--- src/vbe_defines.vh ---
/*
 * constants for the video memory blit engine: command block layout,
 * field positions, modes, wishbone register offsets and reset values.
 * assumes inclusion by bare name from the engine source.
 */
`ifndef VBE_DEFINES_VH
`define VBE_DEFINES_VH

// ----------------------------------------------------------------------
// command block
// ----------------------------------------------------------------------
`define VBE_BLK_LEN 5'h15
`define VBE_B_SRC0 5'h00
`define VBE_B_SRC1 5'h01
`define VBE_B_SRC2 5'h02
`define VBE_B_SSY0 5'h03
`define VBE_B_SSY1 5'h04
`define VBE_B_SSX 5'h05
`define VBE_B_DST0 5'h06
`define VBE_B_DST1 5'h07
`define VBE_B_DST2 5'h08
`define VBE_B_DSY0 5'h09
`define VBE_B_DSY1 5'h0a
`define VBE_B_DSX 5'h0b
`define VBE_B_WID0 5'h0c
`define VBE_B_WID1 5'h0d
`define VBE_B_HGT 5'h0e
`define VBE_B_AND 5'h0f
`define VBE_B_XOR 5'h10
`define VBE_B_COL 5'h11
`define VBE_B_ZOOM 5'h12
`define VBE_B_PAT 5'h13
`define VBE_B_CTL 5'h14

// ----------------------------------------------------------------------
// fields
// ----------------------------------------------------------------------
`define VBE_PAT_EN 7
`define VBE_PAT_LEN_MSB 5
`define VBE_CTL_CHAIN 3
`define VBE_CTL_MODE_MSB 2
`define VBE_HZ_MSB 2
`define VBE_VZ_LSB 4
`define VBE_VZ_MSB 6
`define VBE_SEG_SHIFT 5

// ----------------------------------------------------------------------
// modes
// ----------------------------------------------------------------------
`define VBE_MODE_COPY 3'h0
`define VBE_MODE_SET 3'h1
`define VBE_MODE_ADD 3'h2
`define VBE_MODE_OR 3'h3
`define VBE_MODE_AND 3'h4
`define VBE_MODE_XOR 3'h5
`define VBE_MODE_NIB 3'h6
`define VBE_MODE_RSVD 3'h7

// ----------------------------------------------------------------------
// wishbone registers (word offsets as byte addresses)
// ----------------------------------------------------------------------
`define VBE_REG_LIST_LO 4'h0
`define VBE_REG_LIST_HI 4'h4
`define VBE_REG_CTRL 4'h8
`define VBE_REG_STAT 4'hc
`define VBE_CTRL_START 0
`define VBE_CTRL_STOP 1
`define VBE_ADDR_RST 19'h00000

`endif

--- src/vbe_blit_engine.v ---
/*
 * video memory blit engine: fetches command blocks from video memory,
 * copies, transforms, scales and combines bytes, checks collisions.
 * assumes a byte-wide video memory port with a request/ack handshake
 * and a classic wishbone slave port for software control.
 */
// Overview of operation
// - list of blocks in memory; a block with chain clear ends the list
// - each block is fetched as 21 consecutive bytes in fixed order
// - source base is 19 bits little endian, third byte gives bits 16-18
// - after each line add signed 12-bit source line step
// - source per-byte step is a signed 8-bit value
// - destination base is 19 bits little endian, third byte bits 16-18
// - after each line add signed 12-bit destination line step
// - destination per-byte step is a signed 8-bit value
// - width field plus one gives 1 to 512 bytes per line
// - height field plus one gives 1 to 256 lines
// - each source byte is ANDed with the and mask first
// - then XORed with the xor mask giving the final source value
// - collisions only checked in modes 1 to 6, never in mode 0
// - byte modes: mask bit n covers 32n..32n+31, bit 0 excludes zero
// - nibble mode: bit n covers 2n and 2n+1, bit 0 only value 1
// - collisions use destination byte read before the write
// - horizontal and vertical zoom factors are field plus one
// - zoom replicates destination only; source walk unchanged
// - pattern disabled means source never rewinds inside a line
// - pattern enabled rewinds source every pattern length plus one bytes
// - line width wins; a line may end mid pattern
// - mode 0 writes every byte, no transparency, no collision
// - collision stores destination value; zero mask skips read in mode 1
// - chain clear ends and clears busy, else next block is loaded
`timescale 1ns/1ps
`default_nettype none
`include "vbe_defines.vh"

module vbe_blit_engine #(
  parameter AW = 19
) (
  // clock and reset
  input wire clk_sys,
  input wire rst_n,
  // wishbone slave
  input wire wb_cyc_i,
  input wire wb_stb_i,
  input wire wb_we_i,
  input wire [3:0] wb_adr_i,
  input wire [3:0] wb_sel_i,
  input wire [31:0] wb_dat_i,
  output reg [31:0] wb_dat_o,
  output reg wb_ack_o,
  // video memory port
  output reg [AW-1:0] memAddr,
  output reg memReq,
  output reg memWe,
  output reg [7:0] memWdata,
  input wire memAck,
  input wire [7:0] memRdata,
  // status
  output wire busy
);

  // --------------------------------------------------------------------
  // states
  // --------------------------------------------------------------------
  localparam [3:0] ST_IDLE = 4'h0;
  localparam [3:0] ST_FETCH = 4'h1;
  localparam [3:0] ST_SRC = 4'h2;
  localparam [3:0] ST_DRD = 4'h3;
  localparam [3:0] ST_DWR = 4'h4;
  localparam [3:0] ST_BYTE = 4'h5;
  localparam [3:0] ST_LINE = 4'h6;
  localparam [3:0] ST_END = 4'h7;

  reg [3:0] state_q;
  reg [AW-1:0] listPtr_q;
  reg [4:0] fetchIdx_q;
  reg [7:0] blk_q [0:`VBE_BLK_LEN-1];
  reg [AW-1:0] srcLine_q, srcPtr_q, dstLine_q, dstPtr_q, patBase_q;
  reg [8:0] xCnt_q;
  reg [7:0] yCnt_q;
  reg [2:0] hzCnt_q, vzCnt_q;
  reg [5:0] patCnt_q;
  reg [7:0] srcVal_q, dstVal_q;
  reg [7:0] colCode_q;
  reg colFlag_q;
  reg stopReq_q;

  // --------------------------------------------------------------------
  // block fields
  // --------------------------------------------------------------------
  wire [AW-1:0] srcBase = {blk_q[`VBE_B_SRC2][2:0], blk_q[`VBE_B_SRC1],
                           blk_q[`VBE_B_SRC0]};
  wire [AW-1:0] dstBase = {blk_q[`VBE_B_DST2][2:0], blk_q[`VBE_B_DST1],
                           blk_q[`VBE_B_DST0]};
  wire [11:0] srcStepY = {blk_q[`VBE_B_SSY1][3:0], blk_q[`VBE_B_SSY0]};
  wire [11:0] dstStepY = {blk_q[`VBE_B_DSY1][3:0], blk_q[`VBE_B_DSY0]};
  wire [7:0] srcStepX = blk_q[`VBE_B_SSX];
  wire [7:0] dstStepX = blk_q[`VBE_B_DSX];
  wire [8:0] width = {blk_q[`VBE_B_WID1][0], blk_q[`VBE_B_WID0]};
  wire [7:0] height = blk_q[`VBE_B_HGT];
  wire [7:0] colMask = blk_q[`VBE_B_COL];
  wire [2:0] hZoom = blk_q[`VBE_B_ZOOM][`VBE_HZ_MSB:0];
  wire [2:0] vZoom = blk_q[`VBE_B_ZOOM][`VBE_VZ_MSB:`VBE_VZ_LSB];
  wire patEn = blk_q[`VBE_B_PAT][`VBE_PAT_EN];
  wire [5:0] patLen = blk_q[`VBE_B_PAT][`VBE_PAT_LEN_MSB:0];
  wire [2:0] mode = blk_q[`VBE_B_CTL][`VBE_CTL_MODE_MSB:0];
  wire chain = blk_q[`VBE_B_CTL][`VBE_CTL_CHAIN];

  // sign extensions; sums wrap within the address space
  wire [AW-1:0] sxStep = {{(AW-8){srcStepX[7]}}, srcStepX};
  wire [AW-1:0] dxStep = {{(AW-8){dstStepX[7]}}, dstStepX};
  wire [AW-1:0] syStep = {{(AW-12){srcStepY[11]}}, srcStepY};
  wire [AW-1:0] dyStep = {{(AW-12){dstStepY[11]}}, dstStepY};

  // transformed source byte
  wire [7:0] srcX = (memRdata & blk_q[`VBE_B_AND])
                    ^ blk_q[`VBE_B_XOR];

  // --------------------------------------------------------------------
  // collision decode
  // --------------------------------------------------------------------
  function segHit;
    input [7:0] d;
    input [7:0] m;
    begin
      segHit = m[d[7:`VBE_SEG_SHIFT]] && (d != 8'h00);
    end
  endfunction

  function nibHit;
    input [3:0] d;
    input [7:0] m;
    begin
      nibHit = m[d[3:1]] && (d != 4'h0);
    end
  endfunction

  wire modeNib = (mode == `VBE_MODE_NIB);
  wire srcZero = (srcVal_q == 8'h00);
  wire loHit = nibHit(memRdata[3:0], colMask) && (srcVal_q[3:0] != 4'h0);
  wire hiHit = nibHit(memRdata[7:4], colMask) && (srcVal_q[7:4] != 4'h0);
  // dest value comes straight from the read, before any write
  wire byteHit = segHit(memRdata, colMask) && !srcZero;

  reg [7:0] combined;
  always @* begin
    case (mode)
      `VBE_MODE_ADD: combined = dstVal_q + srcVal_q;
      `VBE_MODE_OR: combined = dstVal_q | srcVal_q;
      `VBE_MODE_AND: combined = dstVal_q & srcVal_q;
      `VBE_MODE_XOR: combined = dstVal_q ^ srcVal_q;
      `VBE_MODE_NIB: combined = {(srcVal_q[7:4] != 4'h0) ? srcVal_q[7:4] : dstVal_q[7:4],
                                 (srcVal_q[3:0] != 4'h0) ? srcVal_q[3:0] : dstVal_q[3:0]};
      default: combined = srcVal_q;
    endcase
  end

  // --------------------------------------------------------------------
  // wishbone slave
  // --------------------------------------------------------------------
  wire wbHit = wb_cyc_i && wb_stb_i && !wb_ack_o;
  wire wbWr = wbHit && wb_we_i;
  wire startCmd = wbWr && (wb_adr_i == `VBE_REG_CTRL) && wb_sel_i[0]
                  && wb_dat_i[`VBE_CTRL_START];
  wire stopCmd = wbWr && (wb_adr_i == `VBE_REG_CTRL) && wb_sel_i[0]
                 && wb_dat_i[`VBE_CTRL_STOP];

  assign busy = (state_q != ST_IDLE);

  always @(posedge clk_sys or negedge rst_n) begin
    if (!rst_n) begin
      wb_ack_o <= 1'b0;
      wb_dat_o <= 32'h00000000;
    end else begin
      wb_ack_o <= wbHit;
      if (wbHit && !wb_we_i) begin
        case (wb_adr_i)
          `VBE_REG_LIST_LO: wb_dat_o <= {16'h0000, listPtr_q[15:0]};
          `VBE_REG_LIST_HI: wb_dat_o <= {29'h00000000, listPtr_q[AW-1:16]};
          `VBE_REG_STAT: wb_dat_o <= {22'h000000, colFlag_q, busy, colCode_q};
          default: wb_dat_o <= 32'h00000000;
        endcase
      end
    end
  end

  // --------------------------------------------------------------------
  // engine
  // --------------------------------------------------------------------
  integer i;
  always @(posedge clk_sys or negedge rst_n) begin
    if (!rst_n) begin
      state_q <= ST_IDLE;
      listPtr_q <= `VBE_ADDR_RST;
      fetchIdx_q <= 5'h00;
      for (i = 0; i < `VBE_BLK_LEN; i = i + 1) begin
        blk_q[i] <= 8'h00;
      end
      srcLine_q <= `VBE_ADDR_RST;
      srcPtr_q <= `VBE_ADDR_RST;
      dstLine_q <= `VBE_ADDR_RST;
      dstPtr_q <= `VBE_ADDR_RST;
      patBase_q <= `VBE_ADDR_RST;
      xCnt_q <= 9'h000;
      yCnt_q <= 8'h00;
      hzCnt_q <= 3'h0;
      vzCnt_q <= 3'h0;
      patCnt_q <= 6'h00;
      srcVal_q <= 8'h00;
      dstVal_q <= 8'h00;
      colCode_q <= 8'h00;
      colFlag_q <= 1'b0;
      stopReq_q <= 1'b0;
      memAddr <= `VBE_ADDR_RST;
      memReq <= 1'b0;
      memWe <= 1'b0;
      memWdata <= 8'h00;
    end else begin
      if (wbWr && wb_adr_i == `VBE_REG_LIST_LO && !busy) begin
        if (wb_sel_i[0]) listPtr_q[7:0] <= wb_dat_i[7:0];
        if (wb_sel_i[1]) listPtr_q[15:8] <= wb_dat_i[15:8];
      end
      if (wbWr && wb_adr_i == `VBE_REG_LIST_HI && !busy && wb_sel_i[0]) begin
        listPtr_q[AW-1:16] <= wb_dat_i[2:0];
      end
      if (stopCmd && busy) begin
        stopReq_q <= 1'b1;
      end
      // reading status clears the collision flag; a new hit wins below
      if (wbHit && !wb_we_i && wb_adr_i == `VBE_REG_STAT) begin
        colFlag_q <= 1'b0;
      end
      case (state_q)
        ST_IDLE: begin
          stopReq_q <= 1'b0;
          if (startCmd) begin
            fetchIdx_q <= 5'h00;
            memAddr <= listPtr_q;
            memWe <= 1'b0;
            memReq <= 1'b1;
            state_q <= ST_FETCH;
          end
        end
        ST_FETCH: begin
          if (memAck) begin
            blk_q[fetchIdx_q] <= memRdata;
            listPtr_q <= listPtr_q + 1'b1;
            memAddr <= listPtr_q + 1'b1;
            if (fetchIdx_q == `VBE_BLK_LEN - 5'h01) begin
              memReq <= 1'b0;
              state_q <= ST_LINE;
              xCnt_q <= 9'h000;
              yCnt_q <= 8'h00;
              vzCnt_q <= 3'h0;
              fetchIdx_q <= 5'h1f;
            end else begin
              fetchIdx_q <= fetchIdx_q + 5'h01;
            end
          end
        end
        ST_LINE: begin
          // first entry after fetch loads bases, later entries start a line
          if (fetchIdx_q == 5'h1f) begin
            fetchIdx_q <= 5'h00;
            srcLine_q <= srcBase;
            dstLine_q <= dstBase;
            srcPtr_q <= srcBase;
            dstPtr_q <= dstBase;
            patBase_q <= srcBase;
          end else begin
            srcPtr_q <= srcLine_q;
            dstPtr_q <= dstLine_q;
            patBase_q <= srcLine_q;
          end
          xCnt_q <= 9'h000;
          hzCnt_q <= 3'h0;
          patCnt_q <= 6'h00;
          state_q <= ST_SRC;
        end
        ST_SRC: begin
          if (!memReq) begin
            memAddr <= srcPtr_q;
            memWe <= 1'b0;
            memReq <= 1'b1;
          end else if (memAck) begin
            srcVal_q <= srcX;
            memAddr <= dstPtr_q;
            // copy, and mode 1 with no mask, skip the read
            if (mode == `VBE_MODE_COPY ||
                (mode == `VBE_MODE_SET && colMask == 8'h00)) begin
              memReq <= 1'b0;
              state_q <= (mode == `VBE_MODE_COPY || srcX != 8'h00) ? ST_DWR : ST_BYTE;
            end else if (srcX == 8'h00 && mode != `VBE_MODE_AND && mode != `VBE_MODE_RSVD) begin
              memReq <= 1'b0;
              state_q <= ST_BYTE;
            end else begin
              state_q <= ST_DRD;
            end
          end
        end
        ST_DRD: begin
          if (memAck) begin
            dstVal_q <= memRdata;
            memReq <= 1'b0;
            state_q <= ST_DWR;
            if (modeNib) begin
              if (loHit || hiHit) begin
                colFlag_q <= 1'b1;
                colCode_q <= {hiHit ? memRdata[7:4] : colCode_q[7:4],
                              loHit ? memRdata[3:0] : colCode_q[3:0]};
              end
            end else if (byteHit && mode != `VBE_MODE_RSVD) begin
              colFlag_q <= 1'b1;
              colCode_q <= memRdata;
            end
          end
        end
        ST_DWR: begin
          if (!memReq) begin
            memWdata <= combined;
            memWe <= 1'b1;
            memReq <= 1'b1;
          end else if (memAck) begin
            memReq <= 1'b0;
            memWe <= 1'b0;
            state_q <= ST_BYTE;
          end
        end
        ST_BYTE: begin
          dstPtr_q <= dstPtr_q + dxStep;
          if (hzCnt_q != hZoom) begin
            // replicate the same source value horizontally
            hzCnt_q <= hzCnt_q + 3'h1;
            memAddr <= dstPtr_q + dxStep;
            state_q <= ST_DWR;
            if (mode != `VBE_MODE_COPY &&
                !(mode == `VBE_MODE_SET && colMask == 8'h00)) begin
              state_q <= ST_DRD;
              memReq <= 1'b1;
            end
            if (srcZero && mode != `VBE_MODE_COPY && mode != `VBE_MODE_AND &&
                mode != `VBE_MODE_RSVD) begin
              state_q <= ST_BYTE;
              memReq <= 1'b0;
            end
          end else begin
            hzCnt_q <= 3'h0;
            if (patEn && patCnt_q == patLen) begin
              srcPtr_q <= patBase_q;
              patCnt_q <= 6'h00;
            end else begin
              srcPtr_q <= srcPtr_q + sxStep;
              patCnt_q <= patCnt_q + 6'h01;
            end
            if (xCnt_q == width || stopReq_q) begin
              state_q <= ST_END;
            end else begin
              xCnt_q <= xCnt_q + 9'h001;
              state_q <= ST_SRC;
            end
          end
        end
        ST_END: begin
          dstLine_q <= dstLine_q + dyStep;
          if (vzCnt_q != vZoom && !stopReq_q) begin
            vzCnt_q <= vzCnt_q + 3'h1;
            state_q <= ST_LINE;
          end else if (yCnt_q != height && !stopReq_q) begin
            vzCnt_q <= 3'h0;
            yCnt_q <= yCnt_q + 8'h01;
            srcLine_q <= srcLine_q + syStep;
            state_q <= ST_LINE;
          end else if (chain && !stopReq_q) begin
            fetchIdx_q <= 5'h00;
            memAddr <= listPtr_q;
            memReq <= 1'b1;
            state_q <= ST_FETCH;
          end else begin
            state_q <= ST_IDLE;
          end
        end
        default: state_q <= ST_IDLE;
      endcase
    end
  end

endmodule
`default_nettype wire

--- config.mk ---
export PLATFORM = sky130hd
export DESIGN_NAME = vbe_blit_engine
export DESIGN_NICKNAME = d
export VERILOG_FILES = /design/src/vbe_blit_engine.v
export VERILOG_INCLUDE_DIRS = /design/src
export SDC_FILE = /design/constraint.sdc
export NUM_CORES = 1
export LEC_CHECK = 0
export BUFFER_PORTS_ARGS = -buffer_cell sky130_fd_sc_hd__buf_2
export CAP_MARGIN = 0
export CORE_UTILIZATION = 25
export DETAILED_ROUTE_END_ITERATION = 10
export GPL_TIMING_DRIVEN = 0
export PLACE_DENSITY_LB_ADDON = 0.12
export SLEW_MARGIN = 30
export SYNTH_ARGS = -nofsm -noshare
export SYNTH_HDL_FRONTEND = slang
export SYNTH_SLANG_ARGS = --single-unit
--- constraint.sdc ---
create_clock -name clk_sys -period 2.8 [get_ports clk_sys]
set_input_delay 0 -clock clk_sys [delete_from_list [all_inputs] [get_ports clk_sys]]
set_output_delay 0 -clock clk_sys [all_outputs]
set_load 0.05 [all_outputs]
==> out/summary.json <==
{
  "detailedRoute.firstIterationViolations": 1393,
  "finalMaxSlewViolations": 0,
  "synth_warnings": 0,
  "first_global_vias": 19068,
  "postSynth.asyncResetShare_pct": 100.0,
  "vdd_ir_drop_max_uv": 582.9,
  "status": "finished clean",
  "setup_viol_count_final": 0,
  "synth_edf_count": 0,
  "dr.pass1.iters": 5,
  "critical_path.cell_chain": "ha_2 > and3_1 > ha_1 > buf_2 > buf_4 > mux2i_1 > nor2_1 > a221o_1",
  "clkLatencyLatePin_ns": 0.61,
  "routed_length_per_instance_um": 22.73,
  "initial_antenna_violation_count": 2,
  "drive_gt1_share_pct": 20.03,
  "critical_path_buf_inv_count": 2,
  "numCtsBuffers": 47,
  "finalCritPeriodShare_pct": 96.82,
  "gp_congestion": 0.8576,
  "clkSlewWorstSetupHoldPaths_ns": 0.06,
  "crit_path_max_fanout": 10,
  "max_slew_margin_pct": 35.22,
  "synth.cell_area_um2": 22330,
  "grt_max_degree": 82,
  "design.final.nets": 2742,
  "drv_cap": 0,
  "power_leakage_nw": 12.23,
  "timing.setup.critical_path_class": "reg2reg",
  "post_synth_inst_count": 2386,
  "place.detailed.hpwl_um": 65320,
  "drc": 0,
  "timing.critical_path.arrival_ns": 3.18,
  "boundaryPins": 117,
  "floorplan.rows": 109,
  "number_of_sinks_on_the_clock_net": 359,
  "cts.path.max_buffers": 3,
  "postSynth.topFlopCell": "dfrtp_1",
  "critical_path.max_stage_delay_ns": 0.44,
  "yosys.cell_types.count": 96,
  "register_area_share_after_synthesis_pct": 40.24,
  "synth-compound-area-share_pct": 19.08,
  "vias_per_inst": 5.115,
  "synth_seq_cells": 359,
  "max_freq_mhz": 368.9,
  "synthesis.area_per_instance_um2": 9.357,
  "cp-start-kind": "register",
  "largest_family_of_logic_cells_by_synthesized_area": "compound AO/OA/AOI/OAI gates",
  "post_placement_cell_area_um2": 24430,
  "start_util_pct": 25.26,
  "grt_setup_unrepaired": "yes",
  "dpl.cell_count": 3651,
  "clock-skew-final_ns": 0.02876,
  "powerDensity_nw_per_um2": 954.8,
  "min-delay-path-class": "in2async",
  "routed_wirelength_um": 86090,
  "synth_xor_xnor_area_share_pct": 4.198,
  "required_ns": 3.27,
  "cts_tree": "yes",
  "synth_fa_ha_area_share_pct": 6.109,
  "fp.dieH_um": 300.8,
  "crit_family": "buffers and inverters",
  "drt.antenna.violating_nets": 0,
  "grt_first_pass_wirelength_um": 127700,
  "global_route.usage.total_pct": 18.78,
  "cell_with_the_largest_stage_delay_on_the_worst_path": "dfrtp_1",
  "min_period_ns": 2.711,
  "routed_vias": 19374,
  "core-area_um2": 88370,
  "grt_overflow_total": 0,
  "mux_cell_area_share_after_synthesis_pct": 11.39,
  "die-width_um": 300.8,
  "tightest_slew_ns": 0.9716,
  "cts-root-buf": "clkbuf_16",
  "final_cells": 3788,
  "cts.htree.levels": 2,
  "synth_simple_gate_area_share_pct": 15.09,
  "final_cell_area_um2": 27010,
  "layout-area-overhead-vs-synth_pct": 20.99,
  "io_buffer_count": 79,
  "finalHoldViolations": 0,
  "total_power_mw": 25.79,
  "floorplan.die_area_um2": 90500,
  "critical_path_endpoint_category": "register"
}
cells in the mapped netlist, drive strengths merged, types with 26 or more instances:
library cell / count / area share [%]
nand4: 26 / 0.78
mux2i: 64 / 2.9
nor3: 32 / 0.79
nand2: 244 / 4.1
mux2: 163 / 8.2
nand3: 74 / 1.7
a21o: 30 / 1.0
xnor2: 49 / 1.9
o21ai: 209 / 4.7
ha: 101 / 5.7
inv: 50 / 0.84
clkbuf: 93 / 1.7
a211oi: 30 / 1.0
a21oi: 184 / 4.2
xor2: 58 / 2.3
dfrtp: 359 / 40
buf: 51 / 1.3
nor2: 192 / 3.3
cell type report:
| cell class | instances | area, um^2 |
|---|---|---|
| sequential | 359 | 8987 |
| fill | 9280 | 61360 |
| tap | 1165 | 1458 |
| clock buffer | 65 | 1386 |
| clock inverter | 23 | 301.5 |
| timing repair buffer | 135 | 1021 |
| inverter | 53 | 205.2 |
| antenna | 2 | 5.005 |
| multi-input combinational | 1845 | 12920 |
| buffer | 141 | 729.5 |
logic make-up (layout without fill, tap and decap cells):
family,Yosys count,count (layout)
XOR/XNOR,107,107
adder cells (fa/ha/maj),106,106
flip-flops,359,359
AO/OA/AOI/OAI,679,679
buffers and inverters,197,417
multiplexers,230,230
other,1,18
AND/OR/NAND/NOR,707,707
tightest hold or removal path, delay by kind of cell:
family,cells,cell delay [ns]
buf+inv,3,0.96
cell usage in the layout (no fill, tap or decap), types with 17 or more instances in the layout:
cell type and instances:
dfrtp_1 356, nand2_1 239, o21ai_0 195, nor2_1 186, a21oi_1 177, mux2_2 163
buf_2 101, ha_1 96, clkbuf_1 73, nand3_1 71, xor2_1 56, mux2i_1 53
inv_1 50, clkbuf_16 49, xnor2_1 47, buf_4 40, dlygate4sd3_1 30, nor3_1 28
a21o_1 28, a211oi_1 26, nand4_1 24, o22ai_1 24, and3_1 22, o211ai_1 19
clkbuf_2 18, a22oi_1 17
worst paths after layout:
path	from	endpoint	slack, ns	cells after the start
min	rst_n	memAddr[12]$_DFFE_PN0P_	0.002	3
max	fetchIdx_q[0]$_DFFE_PN0P_	dstPtr_q[6]$_DFFE_PN0P_	0.09	8
max in group asynchronous	rst_n	blk_q[67]$_DFFE_PN0P_	1.55	5
min reg2reg	memAddr[16]$_DFFE_PN0P_	memAddr[16]$_DFFE_PN0P_	0.48	2
min in group clk_sys	wb_sel_i[0]	listPtr_q[16]$_DFF_PN0_	0.09	5
max reg2reg	fetchIdx_q[0]$_DFFE_PN0P_	dstPtr_q[6]$_DFFE_PN0P_	0.09	8
metrics by stage:
stage / worst slack (ns) / util (%) / setup TNS [ns] / hold slack (ns)
after floorplan: 0.1986 / - / 0 / -0.2956
after global placement: -6.148 / 27.42 / -2242.15 / 0.2730
after detailed placement: -1.034 / 27.64 / -48.82 / 0.03026
after CTS: -0.008122 / 30.21 / -0.008122 / 0.01360
after global routing: -0.08674 / 30.56 / -0.09777 / 0.04495
final: 0.08895 / 30.56 / 0 / 0.002436
state kept, by name, summed over array words and instances, names as in the netlist, 9 cells and up:
name	count
blk_q	104
wb_dat_o	16
memAddr	19
dstLine_q	19
dstPtr_q	19
patBase_q	19
srcPtr_q	19
xCnt_q	9
srcLine_q	19
listPtr_q	19
routing by layer:
layer	share of wire [%]	global-route usage (%)	routed length (um)
met2	46	30.50	39700
met5	0.015	0	13
met1	48	26.57	41270
met3	4.1	2.179	3549
met4	1.8	4.146	1563
power breakdown:
| part | switching, mW | internal [mW] | leakage (nW) |
|---|---|---|---|
| Combinational | 7.50 | 3.86 | 6.65 |
| Sequential | 1.38 | 6.44 | 4.76 |
| Clock | 2.57 | 4.03 | 0.826 |
timing repair:
item                       4_1_cts  5_1_grt
hold buffers                    30        0
setup buffers                    8       12
hold endpoints to repair       178        0
gates resized for setup         71       60
pin swaps                       12       15
setup endpoints to repair      137      128
Note: power is estimated with default switching activity, not from simulation.
